==> config.mk <==
export PLATFORM = sky130hd
export DESIGN_NAME = pad_drive_strength_regs
export DESIGN_NICKNAME = d
export VERILOG_FILES = /design/src/inc/pad_drive_pkg.sv /design/src/core/drive_reg16.sv /design/src/core/pad_drive_strength_regs.sv
export SDC_FILE = /design/constraint.sdc
export NUM_CORES = 1
export LEC_CHECK = 0
export BUFFER_PORTS_ARGS = -buffer_cell sky130_fd_sc_hd__buf_2
export CAP_MARGIN = 20
export CORE_AREA = 2 2 83 117
export DETAILED_ROUTE_END_ITERATION = 16
export DIE_AREA = 0 0 85 119
export GPL_TIMING_DRIVEN = 0
export PLACE_DENSITY_LB_ADDON = 0.3
export SETUP_SLACK_MARGIN = 0.02
export SLEW_MARGIN = 20
export SYNTH_ARGS = -nofsm -noshare
export SYNTH_HDL_FRONTEND = slang
export SYNTH_SLANG_ARGS = --single-unit
export TNS_END_PERCENT = 1
==> constraint.sdc <==
create_clock -name clk_i -period 4.25 [get_ports clk_i]
set_clock_uncertainty 0.1 [all_clocks]
set_input_delay 0.2125 -clock clk_i [delete_from_list [all_inputs] [get_ports clk_i]]
set_output_delay 0.2125 -clock clk_i [all_outputs]
set_load 0.01 [all_outputs]
==> src/inc/pad_drive_pkg.sv <==
`default_nettype none
package pad_drive_pkg;

  // Register word indices; the byte address on the bus is four times the index.
  localparam logic [15:0] IDX_BIT_CLOCK = 16'he247;
  localparam logic [15:0] IDX_FRAME_CLOCK = 16'he248;
  localparam logic [15:0] IDX_GENERAL_PIN = 16'he249;
  localparam logic [15:0] IDX_SERIAL_OUT = 16'he24a;
  localparam logic [15:0] IDX_MISC_PAD = 16'he24c;

  // Wishbone geometry.
  localparam int ADDR_W = 18;
  localparam int DATA_W = 32;
  localparam int SEL_W = 4;
  localparam int REG_W = 16;

  // Implemented field widths; the bits above read as zero.
  localparam int BIT_CLOCK_W = 12;
  localparam int FRAME_CLOCK_W = 12;
  localparam int GENERAL_PIN_W = 12;
  localparam int SERIAL_OUT_W = 9;
  localparam int MISC_PAD_W = 7;

  // Field masks that keep reserved bits at zero.
  localparam logic [15:0] MASK_BIT_CLOCK = 16'h0fff;
  localparam logic [15:0] MASK_FRAME_CLOCK = 16'h0fff;
  localparam logic [15:0] MASK_GENERAL_PIN = 16'h0fff;
  localparam logic [15:0] MASK_SERIAL_OUT = 16'h01ff;
  localparam logic [15:0] MASK_MISC_PAD = 16'h007f;

  // Every strength register resets to the low drive level.
  localparam logic [15:0] RESET_VALUE = 16'h0000;

  // Bit positions inside the miscellaneous register.
  localparam int MISC_MASTER_CLOCK_OUT = 0;
  localparam int MISC_DIGITAL_AUDIO_OUT = 1;
  localparam int MISC_CONTROL_DATA_OUT = 2;
  localparam int MISC_ADDRESS_ZERO = 3;
  localparam int MISC_ADDR1_OR_CONTROL_IN = 4;
  localparam int MISC_CONTROL_LATCH = 5;
  localparam int MISC_CONTROL_SERIAL_CLOCK = 6;

  // Strength encoding for a select bit.
  localparam logic DRIVE_LOW_2MA = 1'b0;
  localparam logic DRIVE_HIGH_6MA = 1'b1;

  // Register selector.
  typedef enum logic [2:0] {
    SEL_NONE = 3'b000,
    SEL_BIT_CLOCK = 3'b001,
    SEL_FRAME_CLOCK = 3'b010,
    SEL_GENERAL_PIN = 3'b011,
    SEL_SERIAL_OUT = 3'b100,
    SEL_MISC_PAD = 3'b101
  } reg_sel_t;

  // Wishbone request carried as one group.
  typedef struct packed {
    logic cyc;
    logic stb;
    logic we;
    logic [SEL_W-1:0] sel;
    logic [ADDR_W-1:0] adr;
    logic [DATA_W-1:0] dat;
  } wb_req_t;

  // Strength selects for the miscellaneous pads.
  typedef struct packed {
    logic control_serial_clock_pad;
    logic control_latch_pad;
    logic addr1_or_control_in_pad;
    logic address_zero_pad;
    logic control_data_out_pad;
    logic digital_audio_out_pad;
    logic master_clock_out_pad;
  } misc_drive_t;

endpackage
`default_nettype wire

==> src/core/drive_reg16.sv <==
`timescale 1ns/10ps
`default_nettype none
module drive_reg16
  import pad_drive_pkg::*;
#(
  parameter logic [15:0] MASK = 16'hffff
) (
  // Clock and reset.
  input wire logic clk_i,
  input wire logic rst_i,
  // Write strobe with byte lanes.
  input wire logic wr_i,
  input wire logic [1:0] be_i,
  input wire logic [15:0] wdata_i,
  // Stored value.
  output logic [15:0] q_o
);
  logic [15:0] q;
  logic [15:0] next_q;

  // Merge the enabled lanes and drop reserved bits so they always read zero.
  always_comb begin
    next_q = q;
    if (wr_i) begin
      if (be_i[0]) begin
        next_q[7:0] = wdata_i[7:0];
      end
      if (be_i[1]) begin
        next_q[15:8] = wdata_i[15:8];
      end
      next_q = next_q & MASK;
    end
  end

  // Reset puts every pad at the low drive level.
  always_ff @(posedge clk_i) begin
    if (rst_i) begin
      q <= RESET_VALUE;
    end else begin
      q <= next_q;
    end
  end

  assign q_o = q;
endmodule
`default_nettype wire

==> src/core/pad_drive_strength_regs.sv <==
// Function
// - Bit clock register e247 has selects in 11..0, honoured while master; 15..12 reserved.
// - A clear select bit means 2 mA drive and a set one means 6 mA drive.
// - After reset every select bit reads zero so every pad starts at 2 mA.
// - Frame clock register e248 has selects in 11..0, honoured while master; 15..12 reserved.
// - General pin register e249 has selects in 11..0, honoured as an output; 15..12 reserved.
// - Serial output register e24a has selects in bits 8..0; bits 15..9 are reserved.
// - Bits 6..0 of e24c: ctl clock, latch, addr1 or in, address zero, data out, audio, mclk.
// - Software reaches the registers through the control port at their listed addresses.
`timescale 1ns/10ps
`default_nettype none
module pad_drive_strength_regs
  import pad_drive_pkg::*;
(
  // Clock and reset.
  input wire logic clk_i,
  input wire logic rst_i,
  // Classic Wishbone slave.
  input wire logic cyc_i,
  input wire logic stb_i,
  input wire logic we_i,
  input wire logic [pad_drive_pkg::SEL_W-1:0] sel_i,
  input wire logic [pad_drive_pkg::ADDR_W-1:0] adr_i,
  input wire logic [pad_drive_pkg::DATA_W-1:0] dat_i,
  output logic [pad_drive_pkg::DATA_W-1:0] dat_o,
  output logic ack_o,
  output logic err_o,
  // Pad mode qualifiers from the serial ports and pin muxes.
  input wire logic [pad_drive_pkg::BIT_CLOCK_W-1:0] bit_clock_master_i,
  input wire logic [pad_drive_pkg::FRAME_CLOCK_W-1:0] frame_clock_master_i,
  input wire logic [pad_drive_pkg::GENERAL_PIN_W-1:0] general_pin_output_i,
  // Strength selects to the pads, high means 6 mA.
  output logic [pad_drive_pkg::BIT_CLOCK_W-1:0] bit_clock_pad_n_o,
  output logic [pad_drive_pkg::FRAME_CLOCK_W-1:0] frame_clock_pad_n_o,
  output logic [pad_drive_pkg::GENERAL_PIN_W-1:0] general_pin_pad_n_o,
  output logic [pad_drive_pkg::SERIAL_OUT_W-1:0] serial_out_pad_n_o,
  output pad_drive_pkg::misc_drive_t misc_pad_o
);
  import pad_drive_pkg::*;

  localparam int NREG = 5;
  localparam logic [15:0] MASKS [NREG] = '{MASK_BIT_CLOCK, MASK_FRAME_CLOCK,
    MASK_GENERAL_PIN, MASK_SERIAL_OUT, MASK_MISC_PAD};

  ////////////////////////////////////////////////////////////////////////////
  // Address decode.

  // Turn a bus byte address into a register selector; unmapped gives none.
  function automatic reg_sel_t decode(input logic [ADDR_W-1:0] adr);
    logic [15:0] idx;
    idx = adr[ADDR_W-1:2];
    case (idx)
      IDX_BIT_CLOCK: decode = SEL_BIT_CLOCK;
      IDX_FRAME_CLOCK: decode = SEL_FRAME_CLOCK;
      IDX_GENERAL_PIN: decode = SEL_GENERAL_PIN;
      IDX_SERIAL_OUT: decode = SEL_SERIAL_OUT;
      IDX_MISC_PAD: decode = SEL_MISC_PAD;
      default: decode = SEL_NONE;
    endcase
  endfunction

  wb_req_t req;
  reg_sel_t hit;
  logic req_live;

  assign req = '{cyc: cyc_i, stb: stb_i, we: we_i, sel: sel_i, adr: adr_i, dat: dat_i};
  assign hit = decode(req.adr);
  // A new request is live only while no answer is out, so each takes one answer.
  assign req_live = req.cyc && req.stb && !ack_o && !err_o;

  ////////////////////////////////////////////////////////////////////////////
  // Register storage.

  logic [15:0] regs [NREG];

  genvar g;
  generate
    for (g = 0; g < NREG; g++) begin : g_reg
      drive_reg16 #(
        .MASK(MASKS[g])
      ) u_reg (
        .clk_i(clk_i),
        .rst_i(rst_i),
        .wr_i(req_live && req.we && hit == reg_sel_t'(g + 1)),
        .be_i(req.sel[1:0]),
        .wdata_i(req.dat[15:0]),
        .q_o(regs[g])
      );
    end
  endgenerate

  ////////////////////////////////////////////////////////////////////////////
  // Bus answer: ack for mapped words, err for unmapped, one cycle after taking.

  logic ack;
  logic err;
  logic [DATA_W-1:0] rdata;
  logic next_ack;
  logic next_err;
  logic [DATA_W-1:0] next_rdata;

  // Read data is registered; reserved and upper bits come back as zero.
  always_comb begin
    next_ack = 1'b0;
    next_err = 1'b0;
    next_rdata = rdata;
    if (req_live) begin
      if (hit == SEL_NONE) begin
        next_err = 1'b1;
        next_rdata = '0;
      end else begin
        next_ack = 1'b1;
        next_rdata = {16'h0000, regs[int'(hit) - 1]};
      end
    end
  end

  always_ff @(posedge clk_i) begin
    if (rst_i) begin
      ack <= 1'b0;
      err <= 1'b0;
      rdata <= '0;
    end else begin
      ack <= next_ack;
      err <= next_err;
      rdata <= next_rdata;
    end
  end

  assign ack_o = ack;
  assign err_o = err;
  assign dat_o = rdata;

  ////////////////////////////////////////////////////////////////////////////
  // Pad selects. A bit clock, frame clock or general pin pad only honours its
  // select while it drives; as an input the pad keeps its low-drive default.

  always_comb begin
    bit_clock_pad_n_o = regs[0][BIT_CLOCK_W-1:0] & bit_clock_master_i;
    frame_clock_pad_n_o = regs[1][FRAME_CLOCK_W-1:0] & frame_clock_master_i;
    general_pin_pad_n_o = regs[2][GENERAL_PIN_W-1:0] & general_pin_output_i;
    serial_out_pad_n_o = regs[3][SERIAL_OUT_W-1:0];
    misc_pad_o = misc_drive_t'(regs[4][MISC_PAD_W-1:0]);
  end
endmodule
`default_nettype wire

; ---- After elaboration in Yosys (flattened, before gate mapping)
; Index checks and enable logic that the tools add are counted.
[totals]
in_bits = 95
register_bits = 86
wordCells = 58
out_inout_bits = 86
[op_classes]
magnitude_cmp = 1
muxes = 7
n_reduce_logical = 22
bitwise = 5
add_sub_neg = 1
eq_ne = 10
[op_table]
columns = op, n
row1 = 16-bit equality test (second input constant), 5
row2 = 16-bit binary-select mux with 3-bit select, 1
row3 = 16-bit two-way mux, 3
row4 = 12-bit AND, 3
row5 = 32-bit by 4-bit >= comparator with 1-bit output (second input constant), 1
row6 = 32-bit NOT, 1
row7 = 2-bit AND reduction, 9
row8 = 3-bit one-hot mux with 5 select lines, 1
row9 = 1-bit logical AND, 9
row10 = 3-bit by 2-bit equality test with 1-bit output (second input constant), 2
row11 = 3-bit equality test (second input constant), 2
row12 = 3-bit by 1-bit subtractor with 4-bit output (second input constant), 1
row13 = 3-bit by 1-bit equality test with 1-bit output (second input constant), 1
row14 = 3-bit logical NOT, 1
row15 = 1-bit logical NOT, 2
row16 = 1-bit two-way mux, 2
row17 = 2-bit OR reduction, 1
row18 = 1-bit NOT, 1

; ---- Depth between registers and ports, before layout
; Gate-level depths: netlist of run 1.
[depth]
ltp_word = 8
depth_mapped = 13
mapped_depth_nobuf = 11

; ---- Hierarchy
; A second synthesis of run 1 with hierarchy kept.
[hier_totals]
hier_cells = 487
area_unflattened_um2 = 4563.1
[modules_own_cells]
columns = module, area_per_inst_um2, cells_each, seq_area_each_um2, instances
row1 = pad_drive_strength_regs, 1951.9, 221, 360.3, 1
row2 = drive_reg16 (g_reg[0].u_reg ...), 586.8, 59, 240.2, 3
row3 = drive_reg16 (g_reg[3].u_reg), 480.5, 49, 180.2, 1
row4 = drive_reg16 (g_reg[4].u_reg), 370.4, 40, 140.1, 1

; ---- Worst setup path after synthesis of run 1
; No wires, ideal clock.
[synth_path]
kind = input to register
start = input port adr_i[7] (netlist name)
end = register rdata[7], in the netlist dat_o[7]
arrival_time_ns = 2.907
t_required_ns = 4.066
cell_stages = 10
slack_ns = 1.159
setup_ns = 0.084
n_path_buf = 4
path_cell_list = or4b_4 > nor3_4 > o21a_4 > buf_2 > ha_1 > buf_1 > clkbuf_1 > buf_1 > nor2_1 > o31ai_2
[synth_between]
elab_chain_len = 8
elab_cells_between_ends = 13
cone_classes = 1 x add/sub / 5 x eq/ne / 5 x mux / 1 x bitwise / 1 x reduce/logical
[synth_lines]
columns = item, line_no
row1 = start: declaration, pad_drive_strength_regs.sv:23  ; input wire logic [pad_drive_pkg::ADDR_W-1:0] adr_i,
row2 = 16-bit equality test, pad_drive_strength_regs.sv:52  ; case (idx)
row3 = 3-bit one-hot mux with 5 select lines *, pad_drive_strength_regs.sv:52
row4 = 3-bit by 1-bit subtractor with 4-bit output, pad_drive_strength_regs.sv:113  ; next_rdata = {16'h0000, regs[int'(hit) - 1]};
row5 = 32-bit NOT (implied by the code), pad_drive_strength_regs.sv:113
row6 = 16-bit binary-select mux with 3-bit select, pad_drive_strength_regs.sv:113
row7 = 16-bit two-way mux (implied by the code) (2 in a row), pad_drive_strength_regs.sv:113
row8 = 16-bit two-way mux *, pad_drive_strength_regs.sv:108  ; if (hit == SEL_NONE) begin
row9 = end signal: assignment, pad_drive_strength_regs.sv:126  ; rdata <= next_rdata;
row10 = end: declaration, pad_drive_strength_regs.sv:97  ; logic [DATA_W-1:0] rdata;
; Every way passes the cells marked *; elsewhere a longest branch is shown, timed or not. The select of a mux whose other input is x is not followed.
; A chain may end at the register's enable or synchronous reset.

; ---- Worst setup path after layout of run 1
[layout_path]
start = input port adr_i[7] (netlist name)
end = register rdata[2], in the netlist dat_o[2]
; Same word-level chain as after synthesis.

==> results of run 1 <==
==> through the flow <==
step	util	cells	total power, mW
after global placement	0.483	676	0.726
after global routing	0.521	692	1.63
final	0.521	692	1.59
after floorplan	-	432	0.682
after detailed placement	0.483	676	0.728
after CTS	0.521	692	1.59
==> logic make-up (layout without fill, tap and decap cells) <==
kind of cell / after synthesis / in the layout / synth area share
flops: 66 / 66 / 0.371
mux: 51 / 51 / 0.150
xor+xnor: 2 / 2 / 0.00492
compound gates: 71 / 71 / 0.128
simple gates: 165 / 165 / 0.247
other cells: 1 / 20 / 0.00105
fa+ha+maj: 5 / 5 / 0.0176
buf+inv: 52 / 202 / 0.0791
==> report_power, final <==
group	switching (mW)	internal, mW
combinational	0.0504	0.0453
sequential	0.000140	0.619
clock	0.270	0.605
total	0.321	1.27
==> cell usage after synthesis, types with 2 or more instances <==
library cell  number  area [um^2]
nor2b_1            2         12.5
nand2b_1           3         18.8
buf_1              2         7.51
and3_1             3         18.8
mux2_2             7         78.8
o21ai_0            6         30.0
a21oi_1           24          120
dfxtp_1           66         1320
nand2_1           31          116
o31ai_1            8         60.1
nor2_1            46          173
ha_1               5         62.6
mux2i_1           43          430
and2_1            37          231
o21a_1             2         15.0
nand3_1           13         65.1
inv_1             11         41.3
o22ai_1           15         93.8
xnor2_1            2         17.5
nand3_2            4         40.0
or3_1              2         12.5
a211o_1            2         17.5
nor3_1            13         65.1
a22oi_1            6         45.0
or4b_4             2         27.5
buf_4             22          165
clkbuf_1          13         48.8
buf_2              3         15.0
==> sequential cells by signal, indices dropped and copies added, names as in the netlist <==
name / count
g.u_reg.q_o: 52
dat_o: 12
ack_o: 1
err_o: 1
==> worst max path at each step <==
stage                        start        to  cells past startpoint
final                     adr_i[7]  dat_o[2]                     11
after global routing      adr_i[7]  dat_o[7]                     11
after CTS                 adr_i[7]  dat_o[0]                     11
after detailed placement  adr_i[7]  dat_o[7]                     11
after global placement    adr_i[7]  dat_o[5]                     11
after floorplan           adr_i[7]  dat_o[7]                     10
==> critical path, cell delays in order <==
cell and delay [ns]:
buf_2 0.10, or4b_4 0.57, nor3_4 0.37, o21a_4 0.21, buf_2 0.30, ha_1 0.25
buf_1 0.55, clkbuf_1 0.51, buf_1 0.58, o22ai_1 0.15, o31ai_1 0.25
==> cell type report <==
class / count / area share
buffer: 40 / 0.0493
clock buffer: 12 / 0.0535
clock inverter: 4 / 0.0204
inverter: 12 / 0.00940
multi-input combinational: 314 / 0.423
sequential: 66 / 0.276
tap: 110 / 0.0287
timing repair buffer: 134 / 0.140
==> layer usage <==
metal / global-route usage / up-vias
met4: 0.0913 / 0
li1: - / 1736
met5: 0 / -
met2: 0.396 / 174
met3: 0.0464 / 27
met1: 0.232 / 1650
==> impl_metrics.env, run 1 <==
export IMPL_outcome="finished clean"
export IMPL_antenna_left=0
export IMPL_clkLatencyLatePin_ns=0.33
export IMPL_ys_dominant_reg_cell="dfxtp_1"
export IMPL_layout_drive_gt1_share=0.335
export IMPL_p_per_area_mw_per_mm2=332
export IMPL_first_global_vias=3493
export IMPL_io_pin_count=181
export IMPL_final_common_cell="buf_2"
export IMPL_place_area_mm2=0.00444
export IMPL_viasPerCell=5.18
export IMPL_num_rows=42
export IMPL_rr_startpoint="err_o"
export IMPL_mostFrequentLayoutCells="137 x buf_2, 66 x dfxtp_1, 46 x nor2_1"
export IMPL_drt_pass1_iterations=4
export IMPL_worst_hold_slack_ns=0.0652
export IMPL_met3_length_um=933
export IMPL_r2r_slack_ns=2.15
export IMPL_final_hold_viol_count=0
export IMPL_worstPathRequired_ns=4.38
export IMPL_clockBufferDepth=2
export IMPL_rsz0062_at_grt="false"
export IMPL_hpwl_um=8030
export IMPL_reg2reg_depth=7
export IMPL_worstPathArrival_ns=4.06
export IMPL_synth_warnings=0
export IMPL_holdCritStartpoint="dat_i[9]"
export IMPL_multiInputGateArea_mm2=0.00203
export IMPL_start_util=0.387
export IMPL_final_period_utilization=0.924
export IMPL_port_buffers=134
export IMPL_drt_iter0_drc=222
export IMPL_path_class="input pin to flop"
export IMPL_cp_max_fo=11
export IMPL_whs_path_depth=3
export IMPL_htreeDepth=3
export IMPL_tns_ns=0
export IMPL_leakagePower_nw=2.46
export IMPL_worstMarginPinSlew_ns=0.731
export IMPL_cts_sinks=66
export IMPL_design_core_area_mm2=0.00920
export IMPL_grt_overflow=0
export IMPL_vias=3587
export IMPL_r2r_end="dat_o[7]"
export IMPL_highest_layer="met4"
export IMPL_die_w_um=85
export IMPL_tritoncts="built"
export IMPL_cp_end_kind="flop"
export IMPL_fin_ws_ns=0.322
export IMPL_syn2layout_area_growth_pct=34.7
export IMPL_grt_first_pass_wirelength_um=17100
export IMPL_ir_worst_vdd_mv=0.247
export IMPL_route_met2_wl_um=5700
export IMPL_ctsHoldBuffers=0
export IMPL_fillers=903
export IMPL_drc=0
export IMPL_fin_area_mm2=0.00479
export IMPL_worstSetupStartpointType="input pin"
export IMPL_fin_nets=677
export IMPL_grt_max_degree=12
export IMPL_cts_made_buffers=9
export IMPL_wirelength_um=11000
export IMPL_maxSlewViolCount=0
export IMPL_pre_cts_ws_ns=0.0199
export IMPL_max_cap_violations=0
export IMPL_gp_congestion=0.858
export IMPL_synth_cell_type_count=48
export IMPL_max_freq_ghz=0.255
export IMPL_ys_ff_latch=66
export IMPL_post_drt_wl_per_cell_um=15.9
export IMPL_synth_edf_count=0
export IMPL_post_cts_resized=0
export IMPL_syn_avg_cell_area_um2=8.62
export IMPL_antenna_found_initial=0
export IMPL_setup_violations=0
export IMPL_hold_path_class="input pin to flop"
export IMPL_max_slew_margin=0.512
export IMPL_seq_area_mm2=0.00132
export IMPL_die_area_mm2=0.0101
export IMPL_wl_met1_um=4040
export IMPL_ys_seq_area_frac=0.371
export IMPL_antennaDiodeCount=0
export IMPL_track_usage=0.216
export IMPL_cts_root_buf="clkbuf_16"
export IMPL_netlist_instances=413
export IMPL_path_clk_slew_ns=0.05
export IMPL_die_height_um=119
export IMPL_synthesis_area_mm2=0.00356
export IMPL_cts_setup_buffers=0
export IMPL_synthArstFlopShare=0
export IMPL_min_to="g_reg[1].u_reg.q_o[9]"
export IMPL_finalCriticalPeriod_ns=3.93
No activity file was read; power rests on OpenSTA's default activity.
==> run 2, diff against run 1 <==
--- a/config.mk
+++ b/config.mk
@@ -11,6 +11,7 @@
 export DETAILED_ROUTE_END_ITERATION = 16
 export DIE_AREA = 0 0 85 119
 export GPL_TIMING_DRIVEN = 0
+export MAX_ROUTING_LAYER = met4
 export PLACE_DENSITY_LB_ADDON = 0.3
 export SETUP_SLACK_MARGIN = 0.02
 export SLEW_MARGIN = 20
==> impl_metrics.env, run 2 (synthesis gave the netlist of run 1 again) <==
export IMPL_cts_setup_buffers=0
export IMPL_path_class="input pin to flop"
export IMPL_antenna_found_initial=0
export IMPL_die_area_mm2=0.0101
export IMPL_maxSlewViolCount=0
export IMPL_ir_worst_vdd_mv=0.249
export IMPL_largest_reg_flops=52
export IMPL_worstPathRequired_ns=4.38
export IMPL_layout_drive_gt1_share=0.335
export IMPL_htreeDepth=3
export IMPL_final_hold_viol_count=0
export IMPL_antenna_left=0
export IMPL_path_clk_slew_ns=0.05
export IMPL_grt_max_degree=12
export IMPL_track_usage=0.221
export IMPL_rr_startpoint="err_o"
export IMPL_worstSetupEndpoint="dat_o[2]"
export IMPL_outcome="finished clean"
export IMPL_hold_path_class="input pin to flop"
export IMPL_r2r_end="dat_o[7]"
export IMPL_cts_made_buffers=9
export IMPL_worstMarginPinSlew_ns=0.742
export IMPL_fin_area_mm2=0.00479
export IMPL_port_buffers=134
export IMPL_max_cap_violations=0
export IMPL_num_rows=42
export IMPL_cts_sinks=66
export IMPL_slowest_stage="buf_1"
export IMPL_drt_iter0_drc=200
export IMPL_finalCriticalPeriod_ns=3.95
export IMPL_drc=0
export IMPL_clkLatencyLatePin_ns=0.33
export IMPL_cts_root_buf="clkbuf_16"
export IMPL_clockBufferDepth=2
export IMPL_syn2layout_area_growth_pct=34.7
export IMPL_grt_first_pass_wirelength_um=17100
export IMPL_post_drt_wl_per_cell_um=15.9
export IMPL_final_period_utilization=0.928
export IMPL_wirelength_um=11000
export IMPL_hpwl_um=8030
export IMPL_fin_nets=677
export IMPL_vias=3611
export IMPL_antennaDiodeCount=0
export IMPL_reg2reg_depth=7
export IMPL_setup_violations=0
export IMPL_cp_max_fo=11
export IMPL_rsz0062_at_grt="false"
export IMPL_die_height_um=119
export IMPL_max_stage_delay_ns=0.59
export IMPL_p_per_area_mw_per_mm2=332
export IMPL_path_cells="buf_2 -> or4b_4 -> nor3_4 -> o21a_4 -> buf_2 -> ha_1 -> buf_1 -> clkbuf_1 -> buf_1 -> o22ai_1 -> o31ai_1"
export IMPL_gp_congestion=0.872
export IMPL_fillers=903
export IMPL_leakagePower_nw=2.46
export IMPL_worstPathArrival_ns=4.08
export IMPL_crit_start="adr_i[7]"
export IMPL_first_global_vias=3499
export IMPL_max_freq_ghz=0.253
export IMPL_cp_end_kind="flop"
export IMPL_drt_pass1_iterations=5
export IMPL_design_core_area_mm2=0.00920
export IMPL_io_pin_count=181
export IMPL_viasPerCell=5.22
export IMPL_final_common_cell="buf_2"
export IMPL_r2r_slack_ns=2.15
export IMPL_start_util=0.387
export IMPL_worstSetupStartpointType="input pin"
export IMPL_place_area_mm2=0.00444
export IMPL_mostFrequentLayoutCells="137 x buf_2, 66 x dfxtp_1, 46 x nor2_1"
export IMPL_post_cts_resized=0
export IMPL_die_w_um=85
export IMPL_max_slew_margin=0.505
export IMPL_tns_ns=0
export IMPL_ctsHoldBuffers=0
export IMPL_grt_overflow=0
export IMPL_tritoncts="built"
[run 2: cell counts in the layout (fill, tap and decap cells not counted)]
Identical to the previous run, type by type.
[run 2: worst min path at each step]
stage | depth (start not counted) | endpoint | from | slack [ns]
after floorplan | 2 | g_reg[0].u_reg.q_o[0] | dat_i[0] | 0.26
after global placement | 2 | dat_o[11] | dat_o[11] | 0.34
after detailed placement | 2 | dat_o[11] | dat_o[11] | 0.34
after CTS | 3 | g_reg[2].u_reg.q_o[11] | dat_i[11] | 0.06
after global routing | 3 | g_reg[0].u_reg.q_o[9] | dat_i[9] | 0.08
final | 3 | g_reg[1].u_reg.q_o[9] | dat_i[9] | 0.06
[run 2: layout make-up]
type	instances	area, um^2	share of cell area
inverters	12	45.0	0.00940
plain buffers	40	236	0.0493
clock inverters	4	97.6	0.0204
multi-input cells	314	2030	0.423
well taps	110	138	0.0287
repair buffers	134	671	0.140
flip-flops and latches	66	1320	0.276
clock buffers	12	256	0.0535
[run 2: metrics by stage]
stage	util	setup slack, ns	cells	power (mW)	hold WS (ns)
2_1_floorplan	-	1.16	432	0.682	0.256
3_3_place_gp	0.483	0.0502	676	0.726	0.344
3_5_place_dp	0.483	0.0199	676	0.728	0.344
4_1_cts	0.521	0.357	692	1.59	0.0584
5_1_grt	0.521	0.108	692	1.63	0.0758
6_report	0.521	0.305	692	1.59	0.0628
[run 2: metal layers]
metal | track usage | share of wire
met5 | - | 0
met4 | 0.0913 | 0.028
met3 | 0.0450 | 0.089
met2 | 0.396 | 0.52
met1 | 0.233 | 0.36
[run 2: worst max-delay path: cells and delay by family]
kind	cells	cell delay, ns
simple gates	2	0.94
buf+inv	5	2.06
compound gates	3	0.61
fa+ha+maj	1	0.25
[run 2: power by group]
part	switching (mW)	internal, mW
clock	0.271	0.605
sequential	0.000140	0.619
combinational	0.0505	0.0453
total	0.322	1.27
==> run 3, diff against run 2 <==
--- a/config.mk
+++ b/config.mk
@@ -7,9 +7,9 @@
 export LEC_CHECK = 0
 export BUFFER_PORTS_ARGS = -buffer_cell sky130_fd_sc_hd__buf_2
 export CAP_MARGIN = 20
-export CORE_AREA = 2 2 83 117
+export CORE_AREA = 2 2 94 132
 export DETAILED_ROUTE_END_ITERATION = 16
-export DIE_AREA = 0 0 85 119
+export DIE_AREA = 0 0 96 134
 export GPL_TIMING_DRIVEN = 0
 export MAX_ROUTING_LAYER = met4
 export PLACE_DENSITY_LB_ADDON = 0.3
@@ -17,5 +17,6 @@
 export SLEW_MARGIN = 20
 export SYNTH_ARGS = -nofsm -noshare
 export SYNTH_HDL_FRONTEND = slang
+export SYNTH_HIERARCHICAL = 1
 export SYNTH_SLANG_ARGS = --single-unit
 export TNS_END_PERCENT = 1
==> impl_metrics.env, run 3 <==
export IMPL_outcome="finished clean"
export IMPL_synthesis_area_mm2=0.00456
export IMPL_max_stage_delay_ns=0.66
export IMPL_layout_drive_gt1_share=0.414
export IMPL_synth_edf_count=0
export IMPL_path_buf_inv=3
export IMPL_cp_top_family="simple AND/OR/NAND/NOR gates"
export IMPL_viasPerCell=5.14
export IMPL_finalCriticalPeriod_ns=3.53
export IMPL_gp_congestion=0.882
export IMPL_tns_ns=0
export IMPL_syn_avg_cell_area_um2=9.37
export IMPL_netlist_instances=487
export IMPL_first_global_vias=4116
export IMPL_yosysTopAreaCellShare=0.307
export IMPL_clockBufferDepth=2
export IMPL_start_util=0.390
export IMPL_slowest_stage="buf_1"
export IMPL_mostFrequentLayoutCells="146 x buf_2, 70 x dfxtp_1, 52 x nand3_1"
export IMPL_drc=0
export IMPL_wirelength_um=13900
export IMPL_cts_root_buf="clkbuf_16"
export IMPL_cp_end_kind="flop"
export IMPL_worstPathArrival_ns=3.71
export IMPL_grtUsageMet3=0.0298
export IMPL_maxSlewViolCount=0
export IMPL_fillers=1116
export IMPL_fin_ws_ns=0.720
export IMPL_worst_path_most_repeated_cell="buf_2"
export IMPL_num_rows=47
export IMPL_antennaDiodeCount=0
export IMPL_synth_area_leaders="dfxtp_1 31%, buf_4 7.7%, mux2i_1 7.0%"
export IMPL_tritoncts="built"
export IMPL_worstMarginPinSlew_ns=0.835
export IMPL_post_drt_wl_per_cell_um=16.7
export IMPL_max_slew_margin=0.443
export IMPL_pre_cts_ws_ns=0.463
export IMPL_leakagePower_nw=2.90
export IMPL_largest_reg_flops=52
export IMPL_setup_violations=0
export IMPL_synth_warnings=6
export IMPL_vias=4252
export IMPL_clkLatencyLatePin_ns=0.33
export IMPL_worstPathRequired_ns=4.43
export IMPL_cts_setup_buffers=0
export IMPL_fin_nets=776
export IMPL_post_cts_resized=0
export IMPL_final_hold_viol_count=0
export IMPL_path_clk_slew_ns=0.06
export IMPL_grt_max_degree=21
export IMPL_htreeDepth=3
export IMPL_yosysMostFrequentCell="dfxtp_1"
export IMPL_ir_worst_vdd_mv=0.182
export IMPL_ys_seq_area_frac=0.307
export IMPL_yosys_top_cells_count="70 x dfxtp_1, 52 x nand3_1, 47 x buf_4, 37 x a21oi_1, 37 x and2_1"
export IMPL_cts_made_buffers=9
export IMPL_port_buffers=140
export IMPL_die_w_um=96
export IMPL_synth_cell_type_count=44
export IMPL_path_cells="buf_2 -> nor4b_2 -> nand3_2 -> or3_2 -> ha_1 -> buf_2 -> buf_1 -> mux2i_1 -> a221oi_1 -> a22o_1"
export IMPL_worstSetupStartpointType="input pin"
export IMPL_cp_max_fo=10
export IMPL_grt_overflow=0
export IMPL_grt_first_pass_wirelength_um=21400
export IMPL_max_cap_violations=0
export IMPL_total_power_mw=1.60
export IMPL_cts_sinks=70
export IMPL_p_per_area_mw_per_mm2=271
export IMPL_die_height_um=134
export IMPL_design_core_area_mm2=0.0117
export IMPL_max_freq_ghz=0.283
export IMPL_drt_iter0_drc=183
export IMPL_use_met2=0.400
export IMPL_worst_hold_slack_ns=0.0697
export IMPL_io_pin_count=181
export IMPL_utilization=0.505
export IMPL_track_usage=0.225
export IMPL_path_class="input pin to flop"
export IMPL_antenna_left=0
export IMPL_ys_dominant_reg_cell="dfxtp_1"
export IMPL_syn2layout_area_growth_pct=29.4
export IMPL_hpwl_um=10700
export IMPL_final_period_utilization=0.831
export IMPL_multiInputGateArea_mm2=0.00265
export IMPL_grt_busiest_layer="met2"
export IMPL_use_met1=0.249
export IMPL_final_common_cell="buf_2"
export IMPL_ctsHoldBuffers=0
export IMPL_rsz0062_at_grt="false"
export IMPL_ys_ff_latch=70
export IMPL_synth_top_cell_by_area="dfxtp_1"
export IMPL_hold_path_class="input pin to flop"
export IMPL_synthArstFlopShare=0
export IMPL_die_area_mm2=0.0129
export IMPL_drt_pass1_iterations=5
export IMPL_seq_area_mm2=0.00140
export IMPL_antenna_found_initial=0
## run 3: changes by cell type after synthesis, moves of 13 or more
cell,previous run,this run
o2bb2ai_1,0,16
o22ai_1,15,0
a21bo_2,0,25
a21oi_1,24,37
buf_4,22,47
buf_6,0,19
a22o_1,0,14
nor2_1,46,5
nand2_1,31,8
a21oi_2,0,18
a221oi_1,0,14
a21bo_1,0,27
nand3_1,13,52
## run 3: per-stage QoR
step | area [um^2] | instances
after CTS | 5910 | 828
after global placement | 5590 | 812
after global routing | 5910 | 828
after detailed placement | 5590 | 812
final | 5910 | 828
after floorplan | 4710 | 525
## run 3: path summary, 6_finish.rpt
kind	from	to	slack, ns	depth (start not counted)
max	adr_i[10]	dat_o[6]	0.72	10
min	dat_i[11]	g_reg[2].u_reg/q_o[11]	0.07	3
max reg2reg	ack_o	dat_o[2]	2.06	6
min reg2reg	dat_o[11]	dat_o[11]	0.38	1
## run 3: routing by layer
| layer | share of wire | vias to the layer above |
|---|---|---|
| li1 | - | 2071 |
| met2 | 0.54 | 163 |
| met4 | 0.027 | 0 |
| met1 | 0.38 | 1993 |
| met5 | 0 | - |
| met3 | 0.053 | 25 |
## run 3: worst reg2reg max path, cell delays in order, from the launching register on
cell and delay [ns]:
dfxtp_1 0.31, or4bb_1 0.54, nor2_1 0.18, a31oi_2 0.25
buf_6 0.24, a221oi_1 0.34, a22o_1 0.18
## run 3: power by group
| group | internal, mW | leakage (nW) | switching, mW | total, mW |
|---|---|---|---|---|
| logic | 0.0671 | 2.18 | 0.0772 | 0.144 |
| registers | 0.657 | 0.564 | 0.000226 | 0.657 |
| clock network | 0.528 | 0.157 | 0.273 | 0.801 |
| total | 1.25 | 2.90 | 0.350 | 1.60 |
## run 3: kinds of logic after synthesis
group                      Yosys count  synth area share
AOI/OAI and AO/OA                  161             0.294
xor gates and xnor gates             2           0.00384
adders and majority gates            5            0.0137
buffers and inverters               85             0.144
DFF                                 70             0.307
muxes                               32            0.0702
other                                6           0.00494
and+or+nand+nor                    126             0.162
## run 3: final cells by class
class / count / area share
repair buffers: 140 / 0.119
multi-input cells: 370 / 0.448
flip-flops and latches: 70 / 0.237
plain buffers: 81 / 0.109
well taps: 147 / 0.0311
inverters: 4 / 0.00254
clock inverters: 4 / 0.0119
clock buffers: 12 / 0.0417
